==> src/verilog/uirq_pkg.sv <==
// Package for the UART interrupt, divider and input-pin register slice
`default_nettype none
package uirq_pkg;

    // ****************************************
    // Register byte addresses (APB, one word each)
    // ****************************************
    localparam logic [7:0] UIRQ_ADDR_AUX_CONTROL  = 8'h00;
    localparam logic [7:0] UIRQ_ADDR_IRQ_STAT_MSK = 8'h04;
    localparam logic [7:0] UIRQ_ADDR_DIVIDER_HIGH = 8'h08;
    localparam logic [7:0] UIRQ_ADDR_DIVIDER_LOW  = 8'h0c;
    localparam logic [7:0] UIRQ_ADDR_INPUT_PIN    = 8'h10;
    localparam logic [7:0] UIRQ_ADDR_INPUT_CHANGE = 8'h14;
    localparam logic [7:0] UIRQ_ADDR_MODE_ONE     = 8'h18;
    localparam logic [7:0] UIRQ_ADDR_COMMAND      = 8'h1c;

    // ****************************************
    // Field positions
    // ****************************************
    localparam int UIRQ_AUX_IEC_BIT    = 0;
    localparam int UIRQ_ST_CHANGE_BIT  = 7;
    localparam int UIRQ_ST_BREAK_BIT   = 2;
    localparam int UIRQ_ST_RXLVL_BIT   = 1;
    localparam int UIRQ_ST_TX_HOLDING_EMPTY_BIT   = 0;
    localparam int UIRQ_ICR_COS_BIT    = 4;
    localparam int UIRQ_PIN_CTS_BIT    = 0;
    localparam int UIRQ_MR1_RXSEL_BIT  = 6;
    localparam int UIRQ_CMD_RSTBRK_BIT = 0;

    // Implemented bit masks; reserved bits read zero and ignore writes
    localparam logic [7:0] UIRQ_MASK_BITS = 8'h87;

    // ****************************************
    // Reset values and timing
    // ****************************************
    localparam logic [7:0]  UIRQ_RST_BYTE     = 8'h00;
    localparam logic [15:0] UIRQ_DIV_MIN      = 16'h0002;
    localparam int          UIRQ_CLK_HZ       = 10_000_000;
    localparam int          UIRQ_FILTER_US    = 25;
    localparam int          UIRQ_FILTER_CYC   = (UIRQ_FILTER_US * (UIRQ_CLK_HZ / 1_000_000));
    localparam int          UIRQ_PRESCALE     = 32;

    typedef struct packed {
        logic       rx_ready;
        logic       fifo_full;
        logic       tx_holding_empty;
        logic       break_edge;
    } uirq_chan_type;

endpackage : uirq_pkg
`default_nettype wire

==> src/verilog/uirq_cts_filter.sv <==
// Glitch filter that qualifies clear-to-send transitions
`default_nettype none
module uirq_cts_filter
    import uirq_pkg::*;
#(
    parameter int FILTER_CYC = UIRQ_FILTER_CYC
) (
    input  wire logic mclk,         // Bus clock
    input  wire logic rst_n,        // Synchronous reset, active low
    input  wire logic ce,           // Clock enable
    input  wire logic pin,          // Raw clear-to-send level
    output logic      level,        // Filtered level
    output logic      changed       // One-cycle pulse on a qualified change
);

    initial begin
        if (FILTER_CYC < 1 || FILTER_CYC > 65535) begin
            $error("FILTER_CYC out of range");
        end
    end

    typedef struct packed {
        logic        level;
        logic        changed;
        logic [15:0] cnt;
    } uirq_flt_type;

    uirq_flt_type s_r;
    uirq_flt_type s_nxt;

    always_comb begin
        s_nxt         = s_r;
        s_nxt.changed = 1'b0;
        if (pin == s_r.level) begin
            s_nxt.cnt = '0;
        // Only a level held past the filter interval counts as a change
        end else if (s_r.cnt == 16'(FILTER_CYC - 1)) begin
            s_nxt.level   = pin;
            s_nxt.changed = 1'b1;
            s_nxt.cnt     = '0;
        end else begin
            s_nxt.cnt = s_r.cnt + 16'h0001;
        end
    end

    always_ff @(posedge mclk) begin
        if (!rst_n) begin
            s_r <= '0;
        end else if (ce) begin
            s_r <= s_nxt;
        end
    end

    assign level   = s_r.level;
    assign changed = s_r.changed;

endmodule : uirq_cts_filter
`default_nettype wire

==> src/verilog/uirq_regs.sv <==
// UART interrupt status/mask, divider and input-pin register slice
`default_nettype none
module uirq_regs
    import uirq_pkg::*;
#(
    parameter int FILTER_CYC = UIRQ_FILTER_CYC,
    parameter int PRESCALE   = UIRQ_PRESCALE
) (
    input  wire logic          mclk,            // Bus clock, 10 MHz
    input  wire logic          rst_n,           // Synchronous reset, active low
    input  wire logic          ce,              // Clock enable, freezes state
    input  wire logic          psel,            // APB select
    input  wire logic          penable,         // APB access phase
    input  wire logic          pwrite,          // APB write
    input  wire logic [7:0]    paddr,           // APB byte address
    input  wire logic [31:0]   pwdata,          // APB write data
    output logic               pready,          // APB ready
    output logic [31:0]        prdata,          // APB read data
    output logic               pslverr,         // APB error on unmapped address
    input  wire logic          cts_pin,         // Clear-to-send input level
    input  wire uirq_chan_type chan,            // Channel status and break edge
    output logic               irq,             // Internal interrupt output
    output logic [15:0]        divider,         // Baud divider to the bit clock
    output logic               bit_clk_tick     // Divided bit-clock tick
);

    // ****************************************
    // Parameter checks
    // ****************************************
    initial begin
        if (PRESCALE < 1 || PRESCALE > 255) begin
            $error("PRESCALE out of range");
        end
    end

    // ****************************************
    // State
    // ****************************************
    typedef struct packed {
        logic [7:0]  aux;
        logic [7:0]  mask;
        logic [7:0]  status;
        logic        mode_rxsel;
        logic        icr_cos;
        logic [7:0]  div_hi;
        logic [7:0]  div_lo;
        logic [7:0]  pre_cnt;
        logic [15:0] div_cnt;
        logic        tick;
        logic        irq;
        logic        pready;
        logic        pslverr;
        logic [31:0] prdata;
    } uirq_state_type;

    uirq_state_type s_r;
    uirq_state_type s_nxt;

    logic cts_level;
    logic cts_changed;

    uirq_cts_filter #(
        .FILTER_CYC (FILTER_CYC)
    ) u_filter (
        .mclk    (mclk),
        .rst_n   (rst_n),
        .ce      (ce),
        .pin     (cts_pin),
        .level   (cts_level),
        .changed (cts_changed)
    );

    function automatic logic addr_mapped(input logic [7:0] a);
        return (a == UIRQ_ADDR_AUX_CONTROL)  || (a == UIRQ_ADDR_IRQ_STAT_MSK) ||
               (a == UIRQ_ADDR_DIVIDER_HIGH) || (a == UIRQ_ADDR_DIVIDER_LOW)  ||
               (a == UIRQ_ADDR_INPUT_PIN)    || (a == UIRQ_ADDR_INPUT_CHANGE) ||
               (a == UIRQ_ADDR_MODE_ONE)     || (a == UIRQ_ADDR_COMMAND);
    endfunction : addr_mapped

    logic setup;
    logic wr;
    logic rd;
    logic icr_read;
    logic brk_clear;

    assign setup     = psel && !penable;
    assign wr        = setup && pwrite;
    assign rd        = setup && !pwrite;
    assign icr_read  = rd && (paddr == UIRQ_ADDR_INPUT_CHANGE);
    assign brk_clear = wr && (paddr == UIRQ_ADDR_COMMAND) && pwdata[UIRQ_CMD_RSTBRK_BIT];

    always_comb begin
        s_nxt         = s_r;
        s_nxt.pready  = 1'b0;
        s_nxt.pslverr = 1'b0;
        s_nxt.tick    = 1'b0;

        // ****************************************
        // Register writes (taken in setup, answered next cycle)
        // ****************************************
        if (wr) begin
            if (paddr == UIRQ_ADDR_AUX_CONTROL) begin
                s_nxt.aux = pwdata[7:0] & 8'h01;
            // Writes at shared address reach the mask only
            end else if (paddr == UIRQ_ADDR_IRQ_STAT_MSK) begin
                s_nxt.mask = pwdata[7:0] & UIRQ_MASK_BITS;
            end else if (paddr == UIRQ_ADDR_DIVIDER_HIGH) begin
                s_nxt.div_hi = pwdata[7:0];
            end else if (paddr == UIRQ_ADDR_DIVIDER_LOW) begin
                s_nxt.div_lo = pwdata[7:0];
            end else if (paddr == UIRQ_ADDR_MODE_ONE) begin
                s_nxt.mode_rxsel = pwdata[UIRQ_MR1_RXSEL_BIT];
            end
        end

        // ****************************************
        // Read data
        // ****************************************
        if (rd) begin
            s_nxt.prdata = '0;
            if (paddr == UIRQ_ADDR_AUX_CONTROL) begin
                s_nxt.prdata[7:0] = s_r.aux;
            // Reads at shared address return status
            end else if (paddr == UIRQ_ADDR_IRQ_STAT_MSK) begin
                s_nxt.prdata[7:0] = s_r.status;
            // Pin level sampled at the read
            end else if (paddr == UIRQ_ADDR_INPUT_PIN) begin
                s_nxt.prdata[UIRQ_PIN_CTS_BIT] = cts_pin;
            end else if (paddr == UIRQ_ADDR_INPUT_CHANGE) begin
                s_nxt.prdata[UIRQ_ICR_COS_BIT] = s_r.icr_cos;
                s_nxt.prdata[UIRQ_PIN_CTS_BIT] = cts_level;
            end else if (paddr == UIRQ_ADDR_MODE_ONE) begin
                s_nxt.prdata[UIRQ_MR1_RXSEL_BIT] = s_r.mode_rxsel;
            end
            // Divider addresses fall through and read zero
        end
        if (setup) begin
            s_nxt.pready  = 1'b1;
            s_nxt.pslverr = !addr_mapped(paddr);
        end

        // ****************************************
        // Interrupt status
        // ****************************************
        // Change register cleared by its read; a new change wins
        if (icr_read) begin
            s_nxt.icr_cos = 1'b0;
            s_nxt.status[UIRQ_ST_CHANGE_BIT] = 1'b0;
        end
        if (cts_changed) begin
            s_nxt.icr_cos = 1'b1;
            // Status follows the change only when enabled
            if (s_r.aux[UIRQ_AUX_IEC_BIT]) begin
                s_nxt.status[UIRQ_ST_CHANGE_BIT] = 1'b1;
            end
        end
        if (!s_nxt.aux[UIRQ_AUX_IEC_BIT]) begin
            s_nxt.status[UIRQ_ST_CHANGE_BIT] = 1'b0;
        end
        // Break change sticky until command; set wins over clear
        if (brk_clear) begin
            s_nxt.status[UIRQ_ST_BREAK_BIT] = 1'b0;
        end
        if (chan.break_edge) begin
            s_nxt.status[UIRQ_ST_BREAK_BIT] = 1'b1;
        end
        // Receiver or FIFO level, selected by mode bit
        s_nxt.status[UIRQ_ST_RXLVL_BIT] = s_r.mode_rxsel ? chan.fifo_full : chan.rx_ready;
        s_nxt.status[UIRQ_ST_TX_HOLDING_EMPTY_BIT] = chan.tx_holding_empty;

        // Recomputed each cycle, no extra latching
        s_nxt.irq = |(s_nxt.status & s_nxt.mask);

        // ****************************************
        // Bit clock: prescale then divide
        // ****************************************
        // Divider below the minimum stalls the tick rather than running wild
        if (s_r.pre_cnt == 8'(PRESCALE - 1)) begin
            s_nxt.pre_cnt = '0;
            // Concatenated divider sets the bit rate
            if ({s_r.div_hi, s_r.div_lo} >= UIRQ_DIV_MIN) begin
                if (s_r.div_cnt >= {s_r.div_hi, s_r.div_lo} - 16'h0001) begin
                    s_nxt.div_cnt = '0;
                    s_nxt.tick    = 1'b1;
                end else begin
                    s_nxt.div_cnt = s_r.div_cnt + 16'h0001;
                end
            end else begin
                s_nxt.div_cnt = '0;
            end
        end else begin
            s_nxt.pre_cnt = s_r.pre_cnt + 8'h01;
        end
    end

    always_ff @(posedge mclk) begin
        if (!rst_n) begin
            s_r        <= '0;
            s_r.div_lo <= UIRQ_RST_BYTE;
        end else if (ce) begin
            s_r <= s_nxt;
        end
    end

    // ****************************************
    // Outputs
    // ****************************************
    assign pready       = s_r.pready;
    assign pslverr      = s_r.pslverr;
    assign prdata       = s_r.prdata;
    assign irq          = s_r.irq;
    assign divider      = {s_r.div_hi, s_r.div_lo};
    assign bit_clk_tick = s_r.tick;

endmodule : uirq_regs
`default_nettype wire

==> config.mk <==
export PLATFORM = sky130hd
export DESIGN_NAME = uirq_regs
export DESIGN_NICKNAME = d
export VERILOG_FILES = /design/src/verilog/uirq_pkg.sv /design/src/verilog/uirq_cts_filter.sv /design/src/verilog/uirq_regs.sv
export SDC_FILE = /design/constraint.sdc
export NUM_CORES = 1
export LEC_CHECK = 0
export BUFFER_PORTS_ARGS = -buffer_cell sky130_fd_sc_hd__buf_2
export CAP_MARGIN = 20
export CELL_PAD_IN_SITES_DETAIL_PLACEMENT = 1
export CELL_PAD_IN_SITES_GLOBAL_PLACEMENT = 2
export CORE_UTILIZATION = 32
export CTS_CLUSTER_DIAMETER = 60
export CTS_CLUSTER_SIZE = 20
export DETAILED_ROUTE_END_ITERATION = 6
export HOLD_SLACK_MARGIN = 0.02
export MAX_ROUTING_LAYER = met4
export PLACE_DENSITY_LB_ADDON = 0.2
export SYNTH_ARGS = -nofsm -noshare
export SYNTH_HDL_FRONTEND = slang
export SYNTH_SLANG_ARGS = --single-unit
==> constraint.sdc <==
create_clock -name mclk -period 3.18 [get_ports mclk]
set_input_delay 0.318 -clock mclk [delete_from_list [all_inputs] [get_ports mclk]]
set_output_delay 0.318 -clock mclk [all_outputs]
set_load 0.01 [all_outputs]
## Yosys cells after proc, flatten, opt, wreduce, memory -nomap -nowiden

Cells that the tools add are included.

| cells by class | value |
|---|---|
| reductions and logical operators | 26 |
| equal/unequal tests | 10 |
| order comparisons | 2 |
| bitwise gates (word level) | 6 |
| $add $sub $neg | 4 |
| mux-type cells | 37 |

Operators with widths:

| operator | number |
|---|---|
| $mux W16 | 4 |
| $eq A8 B5 Y1 const B | 5 |
| $add A16 B1 Y16 const B | 2 |
| $mux W8 | 4 |
| $mux W1 | 26 |
| $eq A16 B8 Y1 const B | 1 |
| $eq A8 B4 Y1 const B | 2 |
| $ge A16 B16 Y1 | 1 |
| $ge A16 B2 Y1 const B | 1 |
| $sub A16 B1 Y16 const B | 1 |
| $mux W9 | 1 |
| $add A8 B1 Y8 const B | 1 |
| $and A8 B8 Y8 | 1 |
| $eq A8 B3 Y1 const B | 1 |
| $logic_not A8 Y1 | 1 |
| $reduce_or A8 Y1 | 1 |
| $logic_or A1 B1 Y1 | 7 |
| $reduce_and A7 Y1 | 1 |
| $logic_and A1 B1 Y1 | 6 |
| $reduce_and A2 Y1 | 3 |
| $reduce_and A6 Y1 | 1 |
| $not A1 Y1 | 5 |
| $reduce_and A5 Y1 | 1 |
| $mux W2 | 2 |
| other kinds (4) | 6 |

| word-level totals | value |
|---|---|
| logic and storage cells | 102 |
| flip-flop bits (word level) | 85 |
| output and inout port bits | 52 |
| input port bits | 51 |

## Depth between registers and ports, before layout

Gate-level depths: netlist of run 1.

| depth | value |
|---|---|
| depth after elaboration | 10 |
| mapped depth | 13 |
| mapped depth without buffers | 12 |

## Hierarchy

A second synthesis of run 1 with hierarchy kept.

| unflattened totals | value |
|---|---|
| cells, all modules | 564 |
| area total of the unflattened synthesis | 4929.7 um^2 |

Modules (own cells, without submodules):

| module | cells each | instances | sequential area each (um^2) | area each (um^2) |
|---|---|---|---|---|
| uirq_regs | 442 | 1 | 1221.2 | 3817.4 |
| uirq_cts_filter | 122 | 1 | 360.3 | 1112.3 |

## Least setup slack after synthesis of run 1

OpenSTA, ideal clock, no wires.

| timing path | value |
|---|---|
| path type | register -> register |
| start point | reg s_r (netlist bit divider[4]) |
| end point | reg s_r[42] in the netlist's numbering |
| period minus slack after synthesis | 2.917 ns |
| required time | 3.060 ns |
| path slack | 0.263 ns |
| buffers on the path | 1 |
| library setup time | 0.120 ns |
| cell stages (with the launch flop) | 13 |
| data arrival time | 2.797 ns |
| cell sequence | dfxtp_1 > nor4_1 > nand3_1 > nor3_1 > xnor2_1 > ha_1 > nand4_1 > nor4_1 > a32oi_1 > nand4_4 > buf_6 > nor2_1 > a211o_1 |

| on the way | value |
|---|---|
| longest elaborated chain between the ends | 4 |
| elaborated cells on any way between the ends | 5 |
| classes of those cells | add/sub (1); order compare (2); mux (2) |

RTL lines:

| what | line | RTL |
|---|---|---|
| start: declaration | uirq_regs.sv:56 | `uirq_state_type s_r;` |
| start signal: assignment | uirq_regs.sv:201 | `s_r <= s_nxt;` |
| $sub A16 B1 Y16 | uirq_regs.sv:182 | `if (s_r.div_cnt >= {s_r.div_hi, s_r.div_lo} - 16'h0001) begin` |
| $ge A16 B16 Y1 | uirq_regs.sv:182 |  |
| $mux W16 | uirq_regs.sv:182 |  |
| $mux W16 * | uirq_regs.sv:181 | `if ({s_r.div_hi, s_r.div_lo} >= UIRQ_DIV_MIN) begin` |

Every way passes the cells marked *; elsewhere a longest branch is shown, timed or not.
A chain may end at the register's enable or synchronous reset.

## Worst setup path in the final report of run 1

| timing path | value |
|---|---|
| start point | reg s_r (netlist bit divider[0]) |
| end point | reg s_r[49] in the netlist's numbering |

Same word-level chain as after synthesis.

==> results of run 1 <==
[routing by layer]
metal | routed length (µm) | part of all wire (%)
met5 | 0 | 0
met4 | 119 | 0.99
met3 | 364 | 3.0
met2 | 6096 | 51
met1 | 5488 | 45
[through the flow]
step / hold WS (ns) / setup WS [ns] / instances
6_report: 0.2454 / 0.2282 / 776
5_1_grt: 0.2623 / 0.0001299 / 776
4_1_cts: 0.2330 / 0.02296 / 772
3_5_place_dp: 0.4639 / -0.06603 / 755
3_3_place_gp: 0.4500 / 0.02914 / 755
2_1_floorplan: 0.4410 / 0.2630 / 563
[sequential cells by signal (all words and copies together), names as in the netlist]
name / count
u_filter.level: 1
divider: 16
bit_clk_tick: 1
prdata: 6
pslverr: 1
pready: 1
u_filter.s_r: 16
u_filter.changed: 1
irq: 1
s_r: 35
[cells by family after synthesis]
logic type	synth area share (%)
and+or+nand+nor	27.46
DFF	33.70
buffers and inverters	9.677
AOI/OAI and AO/OA	9.731
xor gates and xnor gates	7.465
muxes	6.025
adders and majority gates	5.865
other	0.07990
[power by group through the flow]
stage | logic (mW) | clock network, mW | registers (mW)
6_report | 0.119 | 1.14 | 1.01
3_5_place_dp | 0.120 | 0 | 1.03
5_1_grt | 0.135 | 1.21 | 1.01
2_1_floorplan | 0.0972 | 0 | 1.03
3_3_place_gp | 0.117 | 0 | 1.03
4_1_cts | 0.120 | 1.17 | 1.01
[cell usage after synthesis (2+ instances only)]
library cell,number
a211o_1,5
a21boi_0,6
a21boi_1,3
a21o_1,2
a21oi_1,13
a22oi_1,5
and2_1,5
and3_1,4
and4_1,5
buf_4,49
clkbuf_1,11
dfxtp_1,79
ha_1,22
inv_1,8
mux2_2,2
mux2i_1,26
nand2_1,50
nand2b_1,10
nand3_1,23
nand4_1,13
nor2_1,42
nor2b_1,31
nor3_1,11
nor3_2,3
nor3b_1,6
nor4_1,13
nor4bb_1,2
o211a_1,2
o21ai_0,6
o21ai_1,6
o31a_1,2
or3_1,2
or4_1,2
xnor2_1,23
xor2_1,17
[final timing paths]
| path | from | endpoint | slack (ns) | cells after the start |
|---|---|---|---|---|
| max | divider[0]$_SDFFE_PN0P_ | s_r[49]$_SDFFE_PN0P_ | 0.23 | 14 |
| min | chan[0] | s_r[80]$_SDFFE_PN0P_ | 0.25 | 3 |
| max reg2reg | divider[0]$_SDFFE_PN0P_ | s_r[49]$_SDFFE_PN0P_ | 0.23 | 14 |
| min reg2reg | s_r[88]$_SDFFE_PN0P_ | s_r[88]$_SDFFE_PN0P_ | 0.47 | 2 |
[tightest hold or removal path, stage by stage]
cell	delay, ns
buf_2	0.08
nor3b_1	0.06
nor2_1	0.09
[layout make-up]
type,count,area [µm²]
sequential,79,1582
tap,180,225.2
multi-input combinational,414,2823
inverter,8,30.03
fill,1666,8648
clock buffer,11,242.7
timing repair buffer,79,464.2
clock inverter,5,81.33
[timing repair]
action,CTS,global route
hold buffers,0,0
endpoints found under the setup margin,4,13
pin swaps,1,6
buffers inserted,1,3
resized for setup,4,9
cloned,0,1
endpoints found under the hold margin,0,0
==> results.toml, run 1 <==
[synth]
netlist.top_cell.by_area = "dfxtp_1"
synth_ff_type = "dfxtp_1"
yosys.area.top_type_share_pct = 33.70
ys_seq_elements = 79
syn_area_per_cell_um2 = 8.724
synth_area_um2 = 4693
ys_top_cells_by_area = "dfxtp_1 34%, buf_4 7.8%, ha_1 5.9%"
netlist_instances = 538
seq_area_frac_synth_pct = 33.70
synthArstFlopShare_pct = 0
ys_warn_count = 0
synth_edf_count = 0
synth.distinct_cells = 64

[sta]
fin_crit_sh_pct = 92.82
worst_pin_slew_ns = 0.9397
slew_viol_final = 0
fmax_mhz = 338.8
rsz0062_at_grt = "false"
tns_ns = 0
final.setup_skew_ns = 0.009119
setup_violations = 0
maxSlewHeadroom_pct = 37.01
finalHoldViolCount = 0
min_period_ns = 2.952

[critical_path]
endpoint_kind = "flip-flop"
cpMostUsedCell = "buf_4"
crit_buf_inv = 4
path_delay_family = "simple AND/OR/NAND/NOR gates"
startpoint_type = "flip-flop"
worstPathRequired_ns = 3.45
crit_arrival_ns = 3.23
cp_slowest_cell = "nor4_2"
path_max_fanout = 7
path_cells = "nor4_2 -> nand2_2 -> buf_4 -> nor2_1 -> xnor2_1 -> ha_1 -> a21oi_1 -> o21ai_0 -> a221oi_2 -> buf_4 -> nand4_4 -> buf_2 -> buf_4 -> o211ai_2"
critPathMaxStageDelay_ns = 0.37
path_class = "flip-flop to flip-flop"

[grt]
antenna_found_initial = 0
grt_max_degree = 32
overflow = 0
grt_pass1_vias = 3884
met2_usage_pct = 29.00
top_usage_layer = "met2"
grt_use_met3_pct = 4.520
use_met1_pct = 19.63
grt_pass1_wl_um = 19220
track_usage_pct = 16.97

[clock_network]
cts_tree = "done"
clock_path_buffers = 2
cts.sinks = 79
cts_htree_levels = 3
cts_made_buffers = 9
clockRootBuffer = "clkbuf_16"
clk-insertion-delay-late_ns = 0.35
clk_pin_slew_worst_paths_ns = 0.06

[floorplan]
start_util_pct = 33.29
dieHeight_um = 123.1
ios = 103
die_x_um = 123.1
core_area_um2 = 14100
dieArea_um2 = 15150
rows = 43

[routing]
wire_per_inst_um = 15.55
drt-initial-drc-count = 109
vias_per_cell = 4.986
drt-pass1-iter-count = 6
routed_wl_um = 12070
postRouteAntennaNets = 0
vias = 3869
drc_errors = 0

[place]
place.gp.congestion = 0.7607
dp_hpwl_um = 9039
place_area_um2 = 5014
port_buffers = 52

[finish]
layout.nets = 664
drive_above_1_share_pct = 20.30
final_core_util_pct = 38.65
final_common_cell = "dfxtp_1"
area_growth_pct = 16.08
antenna_cells = 0
layout_common_cells = "79 x dfxtp_1, 53 x buf_2, 49 x nand2_1"
final_area_um2 = 5448

[power_and_ir_drop]
p_leak_nw = 2.290
p_int_mw = 1.751
clkPwrFrac_pct = 50.3
seqPwrFrac_pct = 44.4
peakVddDrop_v = 0.0003177
p_per_area_nw_per_um2 = 416.2
p_comb_share_pct = 5.3
p_sw_uw = 515.9
finalPower_mw = 2.267
p_sw_share_pct = 22.76

[hold_path]
hp-class = "input pin to flip-flop"

[run]
drv_cap = 0

[run_status]
status = "completed"
No activity file was read; power rests on OpenSTA's default activity.
==> run 2, diff against run 1 <==
--- a/config.mk
+++ b/config.mk
@@ -5,14 +5,15 @@
 export SDC_FILE = /design/constraint.sdc
 export NUM_CORES = 1
 export LEC_CHECK = 0
-export BUFFER_PORTS_ARGS = -buffer_cell sky130_fd_sc_hd__buf_2
 export CAP_MARGIN = 20
 export CELL_PAD_IN_SITES_DETAIL_PLACEMENT = 1
 export CELL_PAD_IN_SITES_GLOBAL_PLACEMENT = 2
-export CORE_UTILIZATION = 32
+export CORE_UTILIZATION = 39
+export CTS_BUF_LIST = sky130_fd_sc_hd__clkbuf_4
 export CTS_CLUSTER_DIAMETER = 60
 export CTS_CLUSTER_SIZE = 20
 export DETAILED_ROUTE_END_ITERATION = 6
+export DONT_BUFFER_PORTS = 1
 export HOLD_SLACK_MARGIN = 0.02
 export MAX_ROUTING_LAYER = met4
 export PLACE_DENSITY_LB_ADDON = 0.2
==> run 2 against run 1 <==
The run now ends with design-rule violations left; first-iteration DRC count shrank 18%; routed wire length shrank 5.4%; sequential cell count is the same; via count shrank 5.8%; register-to-register slack got worse by 0.05 ns; fmax fell by 1.5%; critical endpoint is now s_r[42]$_SDFFE_PN0P_; highest routed layer unchanged.
==> results.toml, run 2 (same netlist as run 1, synthesis figures left out) <==
[sta]
worst_pin_slew_ns = 0.8884
setup_ws_ns = 0.1827
slew_viol_final = 0
setup_violations = 0
fmax_mhz = 333.6
finalHoldViolCount = 0
min_period_ns = 2.997
final.setup_skew_ns = 0.01319
maxSlewHeadroom_pct = 40.45
fin_crit_sh_pct = 94.25

[grt]
antenna_found_initial = 0
grt_max_degree = 43
overflow = 0
grt_pass1_vias = 3728
track_usage_pct = 19.68
grt_pass1_wl_um = 18880

[power_and_ir_drop]
p_leak_nw = 1.998
clkPwrFrac_pct = 31.8
p_sw_uw = 410.8
p_sw_share_pct = 25.31
peakVddDrop_v = 0.0003290
p_int_mw = 1.212
finalPower_mw = 1.623
p_comb_share_pct = 6.0
seqPwrFrac_pct = 62.2
p_per_area_nw_per_um2 = 320.2

[place]
place_inst = 666
port_buffers = 0
post-place-ws_ns = -0.1279
place.gp.congestion = 0.7934
dp_hpwl_um = 8207
place_area_um2 = 4707

[floorplan]
core_area_um2 = 11560
dieHeight_um = 111.7
dieArea_um2 = 12480
rows = 39
die_x_um = 111.7
start_util_pct = 40.58
ios = 103

[critical_path]
path_max_fanout = 6
r2r_cells = 14
worstPathRequired_ns = 3.51
crit_arrival_ns = 3.33
path_class = "flip-flop to flip-flop"
endpoint_kind = "flip-flop"
startpoint_type = "flip-flop"

[run_status]
status = "finished with violations"
violations = "design-rule violations"

[clock_network]
clk-insertion-delay-late_ns = 0.43
clk_pin_slew_worst_paths_ns = 0.13
cts_tree = "done"
cts.sinks = 79
cts_made_buffers = 9
cts_htree_levels = 3
clockRootBuffer = "clkbuf_4"
clock_path_buffers = 2

[finish]
area_growth_pct = 8.024
regMostFlops = "s_r"
fillCellCount = 1369
layout_common_cells = "79 x dfxtp_1, 49 x nand2_1, 42 x nor2_1"
antenna_cells = 0
multi_input_area_um2 = 2845
layout.nets = 622
drive_above_1_share_pct = 11.55
final_area_um2 = 5070
final_common_cell = "dfxtp_1"
seqCellArea_um2 = 1582
largest_reg_flops = 35
fin_cells = 697

[run]
drv_cap = 0

[routing]
vias_per_cell = 5.228
vias = 3644
drc_errors = 3
routed_wl_um = 11420
postRouteAntennaNets = 0
drt-pass1-iter-count = 6
drt-initial-drc-count = 89
wire_per_inst_um = 16.38

[hold_path]
hp-class = "input pin to flip-flop"
whs_path_depth = 2
==> run 2: final timing paths <==
path	from	to	slack (ns)
setup / recovery	divider[1]$_SDFFE_PN0P_	s_r[42]$_SDFFE_PN0P_	0.18
hold reg to reg	s_r[86]$_SDFFE_PN0P_	s_r[86]$_SDFFE_PN0P_	0.48
hold / removal	pwdata[1]	s_r[87]$_SDFFE_PN0P_	0.05
setup reg to reg	divider[1]$_SDFFE_PN0P_	s_r[42]$_SDFFE_PN0P_	0.18
==> run 2: worst max-delay path: stages, from the launching register on <==
cell     delay [ns]
dfxtp_1        0.36
buf_4          0.18
inv_1          0.08
ha_1           0.18
nand3_1        0.15
nor3_1         0.22
xnor2_1        0.11
ha_1           0.30
nand4_1        0.19
nor4_2         0.30
a32oi_2        0.18
nand4_4        0.17
buf_4          0.17
nor2_1         0.05
a211o_1        0.25
==> run 2: repair_timing <==
action,in CTS,in global routing
buffers inserted,1,0
gates cloned,0,0
pin swaps,1,3
endpoints found under the setup margin,5,16
hold endpoints to repair,45,7
hold buffers,8,6
resized for setup,4,12
==> run 2: cell type report <==
cell class / count / area share, %
clock buffers: 11 / 1.629
well taps: 143 / 3.529
multi-input cells: 414 / 56.12
repair buffers: 37 / 6.441
flip-flops and latches: 79 / 31.19
inverters: 8 / 0.5923
clock inverters: 5 / 0.4936
==> run 2: power by group through the flow <==
stage | clock network [mW] | logic, mW | registers (mW)
4_1_cts | 0.553 | 0.0916 | 1.01
2_1_floorplan | 0 | 0.0972 | 1.03
6_report | 0.517 | 0.0973 | 1.01
3_5_place_dp | 0 | 0.0705 | 1.03
5_1_grt | 0.588 | 0.109 | 1.01
3_3_place_gp | 0 | 0.0681 | 1.03
==> run 2: layer usage <==
layer	share of wire, %	GRT usage (%)	vias to the layer above	wire [µm]
li1	-	-	1837	-
met1	45	23.70	1751	5136
met2	50	33.33	50	5736
met3	4.1	4.845	6	464
met4	0.68	3.784	0	78
met5	0	-	-	0
==> run 2: per-stage QoR <==
| stage | utilization, % | hold slack (ns) | setup TNS, ns |
|---|---|---|---|
| after global routing | 43.84 | 0.02873 | -0.01988 |
| after floorplan | - | 0.4410 | 0 |
| final | 43.84 | 0.05161 | 0 |
| after CTS | 42.69 | 0.02185 | 0 |
| after global placement | 40.70 | 0.4208 | 0 |
| after detailed placement | 40.70 | 0.4369 | -0.5650 |
==> run 3, diff against run 2 <==
--- a/config.mk
+++ b/config.mk
@@ -11,7 +11,7 @@
 export CORE_UTILIZATION = 39
 export CTS_BUF_LIST = sky130_fd_sc_hd__clkbuf_4
 export CTS_CLUSTER_DIAMETER = 60
-export CTS_CLUSTER_SIZE = 20
+export CTS_CLUSTER_SIZE = 14
 export DETAILED_ROUTE_END_ITERATION = 6
 export DONT_BUFFER_PORTS = 1
 export HOLD_SLACK_MARGIN = 0.02
==> constraint.sdc (replaced) <==
create_clock -name mclk -period 3.18 [get_ports mclk]
set_input_delay 0.318 -clock mclk [delete_from_list [all_inputs] [get_ports mclk]]
set_output_delay 0.318 -clock mclk [all_outputs]
set_load 0.1 [all_outputs]
==> run 3 against run 2 <==
The run still ends with design-rule violations left; routed wire length up 0.44%; fmax up 1.8%; worst hold slack worse by 0.00087 ns; global-route usage up 0.48 points; critical path depth down 1; non-clock buffer count unchanged; worst setup slack better by 0.054 ns; core utilization about the same; register-to-register slack better by 0.05 ns; sequential share of layout area about the same; final cell count down 0.29%; critical endpoint is now s_r[49]$_SDFFE_PN0P_; largest cell class unchanged; highest routed layer unchanged.
==> results.toml, run 3 (same netlist as run 1, synthesis figures left out) <==
[run_status]
violations = "design-rule violations"
status = "finished with violations"

[floorplan]
dieHeight_um = 111.7
rows = 39
start_util_pct = 40.58
die_x_um = 111.7
core_area_um2 = 11560
ios = 103
dieArea_um2 = 12480

[critical_path]
critPathMaxStageDelay_ns = 0.41
cpMostUsedCell = "inv_1"
startpoint_type = "flip-flop"
path_cells = "inv_1 -> ha_2 -> nand3_1 -> nor3_1 -> xnor2_1 -> ha_1 -> nand4_1 -> inv_1 -> a221oi_2 -> buf_4 -> nand4_4 -> or3_1 -> o211ai_2"
path_class = "flip-flop to flip-flop"
path_delay_family = "simple AND/OR/NAND/NOR gates"
path_max_fanout = 6
endpoint_kind = "flip-flop"
crit_buf_inv = 3
cp_slowest_cell = "or3_1"
regToRegStartpoint = "divider[0]$_SDFFE_PN0P_"
worstPathRequired_ns = 3.55
cp-startpoint = "divider[0]$_SDFFE_PN0P_"
crit_arrival_ns = 3.31

[clock_network]
cts_htree_levels = 3
clk_pin_slew_worst_paths_ns = 0.13
clockRootBuffer = "clkbuf_4"
cts_tree = "done"
cts.sinks = 79
clk-insertion-delay-late_ns = 0.44
cts_made_buffers = 9
clock_path_buffers = 2

[finish]
largest_reg_flops = 35
regMostFlops = "s_r"
area_growth_pct = 7.918
layout.nets = 622
layout_common_cells = "79 x dfxtp_1, 50 x nand2_1, 41 x nor2_1"
drive_above_1_share_pct = 11.96
fin_cells = 695
antenna_cells = 0
final_core_util_pct = 43.80
final_common_cell = "dfxtp_1"

[routing]
routed_wl_um = 11470
drt-pass1-iter-count = 6
drc_errors = 3
vias_per_cell = 5.283
drt-initial-drc-count = 138
vias = 3672
wire_per_inst_um = 16.50
postRouteAntennaNets = 0

[place]
place.gp.congestion = 0.7494
place_inst = 670
dp_hpwl_um = 8307
port_buffers = 0

[sta]
fin_crit_sh_pct = 92.56
slew_viol_final = 0
fmax_mhz = 339.7
min_period_ns = 2.943
worst_hold_slack_ns = 0.05073
worst_pin_slew_ns = 0.9997
final.setup_skew_ns = 0.01794
finalHoldViolCount = 0
setup_violations = 0
rsz0062_at_grt = "false"
maxSlewHeadroom_pct = 33.26

[power_and_ir_drop]
finalPower_mw = 1.888
p_leak_nw = 2.022
peakVddDrop_v = 0.0002773
p_per_area_nw_per_um2 = 372.7

[grt]
track_usage_pct = 20.16
antenna_found_initial = 0
overflow = 0
grt_pass1_wl_um = 19420
grt_pass1_vias = 3804
grt_max_degree = 45

[run]
drv_cap = 0

[hold_path]
hp-start = "pwdata[7]"
hp-class = "input pin to flip-flop"
## run 3: cell types whose count changed in the layout (fill, tap and decap cells not counted), moves of 2 or more
cell,previous run,this run
dlygate4sd3_1,13,9
clkinv_1,2,0
buf_4,22,25
clkbuf_4,11,9
bufinv_16,0,2
## run 3: cell type report
cell class	instances	area, µm²
clock buffer	9	67.56
inverter	8	30.03
clock inverter	5	75.07
timing repair buffer	37	320.3
fill	1358	6500
sequential	79	1582
tap	143	178.9
multi-input combinational	414	2811
## run 3: timing repair
| item | CTS | global route |
|---|---|---|
| endpoints found under the setup margin | 5 | 13 |
| gates cloned | 0 | 0 |
| endpoints found under the hold margin | 47 | 0 |
| hold buffers | 10 | 0 |
| pin swaps | 0 | 2 |
| setup buffers | 0 | 1 |
| resized for setup | 2 | 11 |
## run 3: power by group
part           internal, mW  switching (mW)  total, mW  leakage (nW)
combinational        0.0386           0.175      0.213          1.30
sequential            0.999          0.0203       1.02         0.638
clock                 0.307           0.348      0.655        0.0814
total                  1.34           0.543       1.89          2.02
## run 3: stage by stage
| step | area, µm² | setup slack (ns) | setup TNS [ns] |
|---|---|---|---|
| 6_report | 5065 | 0.2366 | 0 |
| 5_1_grt | 5065 | 0.00005995 | 0 |
| 4_1_cts | 5002 | 0.05107 | 0 |
| 3_5_place_dp | 4737 | -0.02297 | -0.08531 |
| 3_3_place_gp | 4737 | 0.09070 | 0 |
| 2_1_floorplan | 4787 | 0.2630 | 0 |
## run 3: worst paths after layout
path | endpoint | slack, ns | cells after the start
setup / recovery | s_r[49]$_SDFFE_PN0P_ | 0.24 | 13
setup reg to reg | s_r[49]$_SDFFE_PN0P_ | 0.24 | 13
hold reg to reg | s_r[86]$_SDFFE_PN0P_ | 0.47 | 2
hold / removal | s_r[93]$_SDFFE_PN0P_ | 0.05 | 2
## run 3: routing by layer
metal,track usage [%],vias up,part of all wire (%)
met5,-,-,0
met4,4.685,0,0.96
met3,5.280,8,3.5
met1,24.53,1783,46
li1,-,1833,-
met2,33.21,48,50
